<file path="config.mk">
export PLATFORM = sky130hd
export DESIGN_NAME = pwc_periodic_wakeup_counter
export DESIGN_NICKNAME = d
export VERILOG_FILES = /design/src/hdl/pwc_pkg.sv /design/src/hdl/pwc_periodic_wakeup_counter.sv
export SDC_FILE = /design/constraint.sdc
export NUM_CORES = 1
export LEC_CHECK = 0
export ABC_AREA = 1
export BUFFER_PORTS_ARGS = -buffer_cell sky130_fd_sc_hd__buf_2
export CORE_AREA = 2 2 94 96
export DETAILED_ROUTE_END_ITERATION = 8
export DIE_AREA = 0 0 96 98
export GPL_ROUTABILITY_DRIVEN = 0
export PLACE_DENSITY = 0.77
export SETUP_SLACK_MARGIN = 0.1
export SLEW_MARGIN = 40
export SYNTH_ARGS = -nofsm -noshare
export SYNTH_HDL_FRONTEND = slang
export SYNTH_SLANG_ARGS = --single-unit
</file>
<file path="constraint.sdc">
create_clock -name core_clk -period 6 [get_ports core_clk]
set_input_delay 0 -clock core_clk [delete_from_list [all_inputs] [get_ports core_clk]]
set_output_delay 0 -clock core_clk [all_outputs]
set_load 0.02 [all_outputs]
</file>
<file path="src/hdl/pwc_pkg.sv">
// package: register map, field layout and reset values of the periodic wakeup counter
package pwc_pkg;

  // register indices on the local register port
  localparam logic [1:0] PWC_OFS_STATUS_CONTROL = 2'h0;
  localparam logic [1:0] PWC_OFS_COUNTER_VALUE  = 2'h1;
  localparam logic [1:0] PWC_OFS_COMPARE_MODULO = 2'h2;

  // counter_status_control field positions
  localparam int PWC_BIT_MATCH_FLAG       = 7;
  localparam int PWC_POS_SOURCE_SELECT_HI = 6;
  localparam int PWC_POS_SOURCE_SELECT_LO = 5;
  localparam int PWC_BIT_MATCH_IRQ_ENABLE = 4;
  localparam int PWC_POS_DIVIDER_HI       = 3;
  localparam int PWC_POS_DIVIDER_LO       = 0;

  // source select codes (bit 1 set picks the internal clock)
  localparam logic [1:0] PWC_SRC_LOW_POWER_OSC = 2'h0;
  localparam logic [1:0] PWC_SRC_EXTERNAL      = 2'h1;

  // reset values
  localparam logic       PWC_RST_MATCH_FLAG    = 1'h0;
  localparam logic [1:0] PWC_RST_SOURCE_SELECT = 2'h0;
  localparam logic       PWC_RST_IRQ_ENABLE    = 1'h0;
  localparam logic [3:0] PWC_RST_DIVIDER_SEL   = 4'h0;
  localparam logic [7:0] PWC_RST_COUNTER       = 8'h00;
  localparam logic [7:0] PWC_RST_MODULO        = 8'h00;
  localparam logic [7:0] PWC_READ_UNMAPPED     = 8'h00;

  // prescaler width: holds the largest ratio, 200000
  localparam int PWC_DIV_W = 18;
  localparam logic [PWC_DIV_W-1:0] PWC_RST_DIVIDER = 18'h0_0000;

  // number of source clock inputs, one synchroniser bit each
  localparam int PWC_SRC_COUNT = 3;

endpackage : pwc_pkg

</file>
<file path="src/hdl/pwc_periodic_wakeup_counter.sv">
// module: periodic wakeup counter with source select, prescaler and 8-bit modulo counter
// Functional notes
// [RULE_01] counter reaching modulo sets the match flag in bit 7
// [RULE_02] writing 1 to the flag clears flag and request; writing 0 does nothing
// [RULE_03] bits 6:5 pick source: 00 low-power osc, 01 external, 1x internal
// [RULE_04] writing a different source select clears prescaler and counter
// [RULE_05] request raised while flag set and enable bit 4 is 1
// [RULE_06] writing a different divider select clears prescaler and counter
// [RULE_07] select bit 5 low: off,8,32,64,128,256,512,1024,1,2,4,10,16,100,500,1000
// [RULE_08] select bit 5 high: off, 2^10..2^16, then 1000 up to 200000
// [RULE_09] reset clears flag, source select, enable and divider select
// [RULE_10] software enables a source clock before selecting it
// [RULE_11] count register reads the live count; writes are ignored
// [RULE_12] counter cleared by reset, modulo write, and changed select fields only
// [RULE_13] on match the counter returns to zero and the flag sets
// [RULE_14] modulo zero sets the flag on every prescaler output tick
// [RULE_15] any modulo write clears prescaler and counter and stores the value
// [RULE_16] reset loads zero into the modulo register
// [RULE_17] counter advances once per prescaler period, wrapping after the modulo value
// [RULE_18] flag sets on the step from the modulo value to zero
// [RULE_19] a match in the clearing cycle keeps the flag set
// [RULE_20] source clock edges are synchronised before they advance anything
//
// Implementation choices: the register addresses and the plain strobed port.
`timescale 1ns/100ps
`default_nettype none

module pwc_periodic_wakeup_counter (
  input  wire logic       core_clk,
  input  wire logic       srst,
  input  wire logic [1:0] reg_addr,
  input  wire logic [7:0] reg_wdata,
  input  wire logic       reg_wr,
  input  wire logic       reg_rd,
  output logic      [7:0] reg_rdata,
  input  wire logic       low_power_osc_clock,
  input  wire logic       external_ref_clock,
  input  wire logic       internal_ref_clock,
  output logic            match_irq
);

  localparam int DW = pwc_pkg::PWC_DIV_W;
  localparam int NS = pwc_pkg::PWC_SRC_COUNT;

  // divide ratio for a select code; zero means the prescaler is off
  function automatic logic [DW-1:0] pwc_ratio(input logic sel0, input logic [3:0] ps);
    logic [DW-1:0] r;
    r = 18'h0_0000;
    if (!sel0) begin // see [RULE_07]
      case (ps)
        4'h1:    r = 18'h0_0008;
        4'h2:    r = 18'h0_0020;
        4'h3:    r = 18'h0_0040;
        4'h4:    r = 18'h0_0080;
        4'h5:    r = 18'h0_0100;
        4'h6:    r = 18'h0_0200;
        4'h7:    r = 18'h0_0400;
        4'h8:    r = 18'h0_0001;
        4'h9:    r = 18'h0_0002;
        4'ha:    r = 18'h0_0004;
        4'hb:    r = 18'h0_000a;
        4'hc:    r = 18'h0_0010;
        4'hd:    r = 18'h0_0064;
        4'he:    r = 18'h0_01f4;
        4'hf:    r = 18'h0_03e8;
        default: r = 18'h0_0000;
      endcase
    end else begin // see [RULE_08]
      case (ps)
        4'h1:    r = 18'h0_0400;
        4'h2:    r = 18'h0_0800;
        4'h3:    r = 18'h0_1000;
        4'h4:    r = 18'h0_2000;
        4'h5:    r = 18'h0_4000;
        4'h6:    r = 18'h0_8000;
        4'h7:    r = 18'h1_0000;
        4'h8:    r = 18'h0_03e8;
        4'h9:    r = 18'h0_07d0;
        4'ha:    r = 18'h0_1388;
        4'hb:    r = 18'h0_2710;
        4'hc:    r = 18'h0_4e20;
        4'hd:    r = 18'h0_c350;
        4'he:    r = 18'h1_86a0;
        4'hf:    r = 18'h3_0d40;
        default: r = 18'h0_0000;
      endcase
    end
    return r;
  endfunction

  // source clock synchroniser and edge detector
  // sources idle low, so zero reset values give no false edge after reset
  // only the second stage reads the first, which keeps a metastable sample contained
  // the edge detector compares settled levels only, never the first stage
  // limitation: each source must stay below half of core_clk for every edge to be seen
  logic [NS-1:0] sync1_r;
  logic [NS-1:0] sync2_r;
  logic [NS-1:0] prev_r;
  logic [NS-1:0] sync1_nxt;
  logic [NS-1:0] sync2_nxt;
  logic [NS-1:0] prev_nxt;

  always_comb begin
    sync1_nxt = {internal_ref_clock, external_ref_clock, low_power_osc_clock};
    sync2_nxt = sync1_r; // see [RULE_20]
    prev_nxt  = sync2_r;
  end

  always_ff @(posedge core_clk) begin
    if (srst) begin
      sync1_r <= 3'h0;
      sync2_r <= 3'h0;
      prev_r  <= 3'h0;
    end else begin
      sync1_r <= sync1_nxt;
      sync2_r <= sync2_nxt;
      prev_r  <= prev_nxt;
    end
  end

  // control and counting state
  logic          flag_r;
  logic [1:0]    src_sel_r;
  logic          irq_en_r;
  logic [3:0]    div_sel_r;
  logic [7:0]    modulo_r;
  logic [7:0]    count_r;
  logic [DW-1:0] div_cnt_r;
  logic          irq_r;
  logic [7:0]    rdata_r;

  logic          flag_nxt;
  logic [1:0]    src_sel_nxt;
  logic          irq_en_nxt;
  logic [3:0]    div_sel_nxt;
  logic [7:0]    modulo_nxt;
  logic [7:0]    count_nxt;
  logic [DW-1:0] div_cnt_nxt;
  logic          irq_nxt;
  logic [7:0]    rdata_nxt;

  logic          wr_sc;
  logic          wr_mod;
  logic          src_edge;
  logic [DW-1:0] ratio;
  logic          tick;
  logic          match_set;
  logic          restart;
  logic [7:0]    sc_view;

  // bus decode and software-owned fields
  always_comb begin
    wr_sc       = reg_wr && (reg_addr == pwc_pkg::PWC_OFS_STATUS_CONTROL);
    wr_mod      = reg_wr && (reg_addr == pwc_pkg::PWC_OFS_COMPARE_MODULO);
    // writes to counter_value decode to nothing, so the count stays read-only
    src_sel_nxt = src_sel_r;
    irq_en_nxt  = irq_en_r;
    div_sel_nxt = div_sel_r;
    modulo_nxt  = modulo_r;
    restart     = 1'b0;

    if (wr_sc) begin
      src_sel_nxt = reg_wdata[pwc_pkg::PWC_POS_SOURCE_SELECT_HI:pwc_pkg::PWC_POS_SOURCE_SELECT_LO];
      irq_en_nxt  = reg_wdata[pwc_pkg::PWC_BIT_MATCH_IRQ_ENABLE];
      div_sel_nxt = reg_wdata[pwc_pkg::PWC_POS_DIVIDER_HI:pwc_pkg::PWC_POS_DIVIDER_LO];
      // identical rewrites leave the count running
      // 10 and 11 both pick the internal clock, yet still count as a change
      if (src_sel_nxt != src_sel_r) begin // see [RULE_04]
        restart = 1'b1;
      end
      if (div_sel_nxt != div_sel_r) begin // see [RULE_06]
        restart = 1'b1;
      end
    end

    // a modulo write restarts even when the value is unchanged
    if (wr_mod) begin
      modulo_nxt = reg_wdata; // see [RULE_15]
      restart    = 1'b1;
    end
  end

  // the flag is kept out of this group: hardware sets it, software only clears it
  always_ff @(posedge core_clk) begin
    if (srst) begin // see [RULE_09] see [RULE_16]
      src_sel_r <= pwc_pkg::PWC_RST_SOURCE_SELECT;
      irq_en_r  <= pwc_pkg::PWC_RST_IRQ_ENABLE;
      div_sel_r <= pwc_pkg::PWC_RST_DIVIDER_SEL;
      modulo_r  <= pwc_pkg::PWC_RST_MODULO;
    end else begin
      src_sel_r <= src_sel_nxt;
      irq_en_r  <= irq_en_nxt;
      div_sel_r <= div_sel_nxt;
      modulo_r  <= modulo_nxt;
    end
  end

  // source edge, prescaler and counter
  always_comb begin
    // see [RULE_03]
    if (src_sel_r[1]) begin
      src_edge = sync2_r[2] && !prev_r[2];
    end else if (src_sel_r == pwc_pkg::PWC_SRC_EXTERNAL) begin
      src_edge = sync2_r[1] && !prev_r[1];
    end else begin
      src_edge = sync2_r[0] && !prev_r[0];
    end

    // a zero ratio is the off setting: prescaler and counter hold
    ratio = pwc_ratio(src_sel_r[0], div_sel_r);

    // prescaler: one tick per ratio source edges; it counts source edges, not core_clk cycles
    tick        = 1'b0;
    div_cnt_nxt = div_cnt_r;
    if (ratio != 18'h0_0000 && src_edge) begin
      if (div_cnt_r == ratio - 18'h0_0001) begin
        div_cnt_nxt = pwc_pkg::PWC_RST_DIVIDER;
        tick        = 1'b1;
      end else begin
        div_cnt_nxt = div_cnt_r + 18'h0_0001;
      end
    end

    // counter: wrap from modulo to zero, which is the flag event
    count_nxt = count_r;
    match_set = 1'b0;
    if (tick) begin // see [RULE_17]
      if (count_r == modulo_r) begin // see [RULE_14]
        count_nxt = pwc_pkg::PWC_RST_COUNTER; // see [RULE_13]
        match_set = 1'b1; // see [RULE_18]
      end else begin
        count_nxt = count_r + 8'h01;
      end
    end

    // a restart wins over a tick for the count; the match event still reaches the flag
    if (restart) begin // see [RULE_12]
      div_cnt_nxt = pwc_pkg::PWC_RST_DIVIDER;
      count_nxt   = pwc_pkg::PWC_RST_COUNTER;
    end
  end

  always_ff @(posedge core_clk) begin
    if (srst) begin
      count_r   <= pwc_pkg::PWC_RST_COUNTER;
      div_cnt_r <= pwc_pkg::PWC_RST_DIVIDER;
    end else begin
      count_r   <= count_nxt;
      div_cnt_r <= div_cnt_nxt;
    end
  end

  // match flag and request
  always_comb begin
    // the set is applied after the clear so a coincident event survives
    flag_nxt = flag_r;
    if (wr_sc && reg_wdata[pwc_pkg::PWC_BIT_MATCH_FLAG]) begin // see [RULE_02]
      flag_nxt = 1'b0;
    end
    if (match_set) begin // see [RULE_01] see [RULE_19]
      flag_nxt = 1'b1;
    end

    // registered from the next-state flag, so the request rises in step with the flag
    irq_nxt = flag_nxt && irq_en_nxt; // see [RULE_05]
  end

  always_ff @(posedge core_clk) begin
    if (srst) begin // see [RULE_09]
      flag_r <= pwc_pkg::PWC_RST_MATCH_FLAG;
      irq_r  <= 1'b0;
    end else begin
      flag_r <= flag_nxt;
      irq_r  <= irq_nxt;
    end
  end

  // read data, valid in the cycle after the strobe only
  // idle cycles and the unmapped index read as zero, so a stray sample is harmless
  always_comb begin
    sc_view   = {flag_r, src_sel_r, irq_en_r, div_sel_r};
    rdata_nxt = pwc_pkg::PWC_READ_UNMAPPED;

    if (reg_rd) begin
      case (reg_addr)
        pwc_pkg::PWC_OFS_STATUS_CONTROL: rdata_nxt = sc_view;
        pwc_pkg::PWC_OFS_COUNTER_VALUE:  rdata_nxt = count_r; // see [RULE_11]
        pwc_pkg::PWC_OFS_COMPARE_MODULO: rdata_nxt = modulo_r;
        default:                         rdata_nxt = pwc_pkg::PWC_READ_UNMAPPED;
      endcase
    end
  end

  always_ff @(posedge core_clk) begin
    if (srst) begin
      rdata_r <= pwc_pkg::PWC_READ_UNMAPPED;
    end else begin
      rdata_r <= rdata_nxt;
    end
  end

  // both outputs come straight from flip-flops
  assign reg_rdata = rdata_r;
  assign match_irq = irq_r;

endmodule // pwc_periodic_wakeup_counter

`default_nettype wire

</file>
Word level (Yosys, flattened, before mapping)
Memory sizes are Yosys's and may differ from the RTL's. A register that Yosys moved wholly into a read port is not among the register bits.
Cells that the tools add are included.
Operators by class
  order comparisons: 0
  shift-type cells: 0
  divide/modulo/power cells: 0
  multiplexer cells: 21
  bitwise gates (word level): 1
  multipliers: 0
  equal/unequal tests: 7
  reductions and logical operators: 15
  add/subtract/negate cells: 3
Operator list (count)
  $mux 18: 2
  $pmux 8 s3: 1
  $add 18x1->18 const B: 1
  $eq 18x18->1: 1
  $reduce_bool 18->1: 1
  $sub 18x1->18 const B: 1
  $mux 4: 4
  $mux 1: 13
  $add 8x1->8 const B: 1
  $eq 8x8->1: 1
  $logic_and 1x1->1: 8
  $mux 8: 1
  $eq 2x1->1 const B: 2
  $ne 4x4->1: 1
  $reduce_or 2->1: 2
  $logic_not 1->1: 3
  $eq 2x2->1 const B: 1
  $logic_not 2->1: 1
  $ne 2x2->1: 1
  $not 1->1: 1
Word-level totals
  bits in latches: 0
  ROM bits: 416
  bits in registers: 60
  input bits: 17
  memories: 2
  logic and storage cells: 61
  RAM bits: 0
Memories
  (name not given): depth 16, width 15, read ports 1, clocked after Yosys merged registers in 1, write ports 0, RTL line pwc_periodic_wakeup_counter.sv:69  | case (ps)
  (name not given): depth 16, width 11, read ports 1, clocked after Yosys merged registers in 1, write ports 0, RTL line pwc_periodic_wakeup_counter.sv:50  | case (ps)

Depth between registers and ports, before layout
  depth after elaboration: 9
  mapped depth: 19
  gate-level depth less buffers: 18

Worst setup path after synthesis
No wires, ideal clock.
  path type: register to register
  start point: reg src_sel_r[0]
  end point: reg count_r[1]
  library setup time: 0.120 ns
  required time: 5.880 ns
  data arrival time: 2.073 ns
  stages on the path, launching flop included: 19
  slack: 3.807 ns
  period minus slack after synthesis: 2.193 ns
  cells stage by stage: dfxtp_1 -> inv_2 -> buf_6 -> nand2_2 -> ha_1 -> nand2_1 -> nor2_1 -> nand2_1 -> nor2_1 -> nand3_1 -> nand2_1 -> nand2_1 -> inv_1 -> nand2_1 -> nor2_4 -> nand3_4 -> nand2_4 -> buf_6 -> o22ai_2
Between the ends
  longest elaborated chain between the ends: 6
Ends and longest elaborated chain
  start: declaration: RTL line pwc_periodic_wakeup_counter.sv:123  | logic [1:0] src_sel_r;
  start signal: assignment: RTL line pwc_periodic_wakeup_counter.sv:186  | src_sel_r <= pwc_pkg::PWC_RST_SOURCE_SELECT;
  start signal: assignment: RTL line pwc_periodic_wakeup_counter.sv:191  | src_sel_r <= src_sel_nxt;
  branches (longest 6 deep; another with $sub 18x1->18)
  end signal: assignment: RTL line pwc_periodic_wakeup_counter.sv:245  | count_r <= pwc_pkg::PWC_RST_COUNTER;
  end signal: assignment: RTL line pwc_periodic_wakeup_counter.sv:248  | count_r <= count_nxt;
  end: declaration: RTL line pwc_periodic_wakeup_counter.sv:127  | logic [7:0] count_r;
Several ways; the timed one is not identified.
A chain may end at the register's enable or synchronous reset.

Worst setup path after layout
  start point: reg src_sel_r[0]
  end point: reg div_cnt_r[13]
Between the ends
  longest elaborated chain between the ends: 6
Ends and longest elaborated chain
  branches (longest 6 deep; another with $sub 18x1->18)
  end signal: assignment: RTL line pwc_periodic_wakeup_counter.sv:246  | div_cnt_r <= pwc_pkg::PWC_RST_DIVIDER;
  end signal: assignment: RTL line pwc_periodic_wakeup_counter.sv:249  | div_cnt_r <= div_cnt_nxt;
  end: declaration: RTL line pwc_periodic_wakeup_counter.sv:128  | logic [DW-1:0] div_cnt_r;
Several ways; the timed one is not identified.

==> metrics.md <==
| Metric | Value |
|---|---|
| Outcome | finished clean |
| Via density per instance | ~5.2 |
| ANT nets after route | 0 |
| Syn Nets | around 800 |
| Power Density | 235 nW/µm² |
| Sink Count | between 80 and 90 |
| Worst-Skew Late Latency | approximately 370 ps |
| TritonRoute pass-1 iters | 5 |
| Max-Slew Margin vs Limit | 0.460 |
| Post-synthesis mux area share | 0 |
| Max_cap viols | 0 |
| Core box area | approximately 8500 µm² |
| Clock tree root buffer cell | clkbuf_8 |
| Gate power share | 0.175 |
| DRC Markers | 0 |
| Max Fclk | 0.330 GHz |
| Final hold vios | 0 |
| Reg clk slew, reported paths | 100 ps |
| Die height | 98 µm |
| Worst Setup End Kind | flop |
| Static Leak | 2.56 nW |
| # fillers | 757 |
| Inserted Clock Buffers | 9 |
| Setup Buffers After CTS | 0 |
| Final #Nets | between 800 and 900 |
| Drt total wl | about 13 mm |
| Tcrit/Tclk final | 0.505 |
| Synthesis Warnings | 0 |
| Post-layout min period | ~3000 ps |
| Synthesized-area fraction occupied by adder cells | 0.0228 |
| Mapped Avg Cell Area | 6.41 µm² |
| Iteration-0 DRC Markers | 330 |
| VDD IR max | around 0.23 mV |
| GRT Total Usage | 0.282 |
| PortBufs | 25 |
| Gates resized, CTS repair | 0 |
| CTS tree | done |
| Hpwl dp | ~9.6 mm |
| Post-synth cell types | just over 40 |
| Fin Clk Skew | 16.8 ps |
| Largest family of logic cells by synthesized area | simple AND/OR/NAND/NOR gates |
| Via count | between 4000 and 5000 |
| Register area | approximately 1700 µm² |
| Slew @ Worst Pin | 804 ps |
| I/O pin count | 26 |
| Design Area, Final | ~5500 µm² |
| Share of cells above drive strength 1 | 0.107 |
| Final setup vio count | 0 |
| Simple logic cell fraction of the synthesized area | 0.398 |
| Antenna violations before repair | 0 |
| Crit Path Category | flop to flop |
| Core Util, Final | 0.652 |
| Switching share of power | 0.304 |
| Layout Area Growth over Synthesis | 11.7% |
| Std-Cell Rows | 34 |
| Clock power frac | 0.366 |
| Die ar. | approximately 9400 µm² |
| XOR/XNOR Fraction of Synth Area | 0.0337 |
| Largest net degree at the start of global routing | 31 |
| First-pass GRT wire length | 21.1 mm |
| Initial Util | 0.583 |
| Post-synthesis sequential area ratio | 0.349 |
| Die W | roughly 96 µm |
| H-tree depth | 3 |
| Ant. Diodes | 0 |
| Seq pwr share | 0.460 |
| TNS Setup | 0 ps |
| Vias in the first global route | between 4000 and 5000 |
| DP Area | between 5000 and 6000 µm² |
| Hold_buf cts | 15 |
| CTS max path bufs | 2 |
| RSZ-0062 raised after global routing | no |
| Critical Path AT | 3290 ps |
| Fin. max-slew vios | 0 |
| Hold Crit Class | primary input to flop |
| Switching power total | roughly 390 µW |
| Compound-Gate Fraction of Synth Area | 0.0925 |
| WL/cell | roughly 14 µm |
| Worst hold slack | ~50 ps |
| Int Pwr | approximately 900 µW |
| #FFs+latches synth | 86 |
| CP max FO | 30 |
| Startpoint types | flop |
| Synth Cell Area | 4940 µm² |
| Total gr overflow | 0 |
| Post-synthesis cell count | 770 |
| Worst Path Required | about 6300 ps |
| Area taken by multi-input logic gates | 2710 µm² |
cell type report:
cell class              instances  share of cell area
well taps                     108              0.0245
repair buffers                 42              0.0526
multi-input cells             555               0.491
clock buffers                   9              0.0225
inverters                     115              0.0782
clock inverters                 7              0.0191
flip-flops and latches         86               0.312
metrics by stage:
stage          power, mW  setup slack (ps)  instances
2_1_floorplan      0.773              3810        770
6_report            1.30              2970        922
3_5_place_dp       0.821              2630        891
4_1_cts             1.29              2610        922
3_3_place_gp       0.815              2740        891
5_1_grt             1.35              2590        922
power groups by stage:
stage / logic, mW / clock network, mW / registers [mW]
2_1_floorplan: 0.168 / 0 / 0.605
3_3_place_gp: 0.207 / 0 / 0.608
3_5_place_dp: 0.213 / 0 / 0.609
4_1_cts: 0.221 / 0.476 / 0.595
5_1_grt: 0.255 / 0.496 / 0.597
6_report: 0.227 / 0.474 / 0.596
synth_stat cells, drive strengths merged:
master,n,share of area
nand4,15,0.019
o21bai,1,0.0015
nor4,2,0.0025
buf,7,0.012
o21a,3,0.0046
a211oi,1,0.0015
xor2,12,0.021
nand2,233,0.18
o211ai,6,0.0091
and3,1,0.0013
inv,115,0.087
and2,1,0.0013
o31ai,1,0.0015
nor3,21,0.024
o21ai,40,0.041
nor3b,4,0.0084
clkbuf,7,0.0053
xnor2,7,0.012
nand3b,2,0.0030
a31oi,2,0.0025
a21oi,27,0.027
dfxtp,86,0.35
ha,9,0.023
or2,5,0.0063
nor2,103,0.087
nand3,57,0.062
o22ai,2,0.0038
worst max-delay path, cell delays in order, from the launching register on:
cell,delay (ps)
dfxtp_2,660
inv_2,280
nand2_2,180
ha_1,170
nand2_1,100
nor2_1,180
nand3_1,170
o21bai_1,160
nand2_1,120
nand2_1,100
nor3b_4,330
nand4_1,270
o21ai_0,150
nor2_1,50
cell usage in the layout, fill, tap and decap left out, types with 3 or more instances in the layout:
master / instances
dlygate4sd3_1: 15
nand2_2: 7
nor2_1: 89
dfxtp_1: 85
buf_2: 25
o21ai_0: 39
nand3_1: 54
nor3_2: 3
nand2_1: 225
a21oi_1: 27
clkbuf_8: 9
inv_2: 7
nand4_1: 15
nor3_1: 18
o211ai_1: 6
ha_1: 9
nor2_2: 12
inv_1: 108
xor2_1: 12
o21a_1: 3
xnor2_1: 7
nor3b_1: 3
or2_2: 5
logic make-up (layout without fill, tap and decap cells):
family	count (synthesis)	in the layout
compound gates	83	83
fa+ha+maj	9	9
simple gates	444	444
xor+xnor	19	19
flops	86	86
buf+inv	129	173
per-layer routing:
layer  share of wire  track usage
met5               0            0
met1            0.47        0.384
met3           0.041       0.0517
met2            0.47        0.452
met4           0.020       0.0846
worst paths after layout:
check	from	end	slack, ps	depth (start not counted)
min	reg_wr	src_sel_r[1]	50	3
max reg2reg	src_sel_r[0]	div_cnt_r[13]	2970	13
max	src_sel_r[0]	div_cnt_r[13]	2970	13
min reg2reg	sync1_r[1]	prev_nxt[1]	410	2
Power figures use the tool's default switching activity.
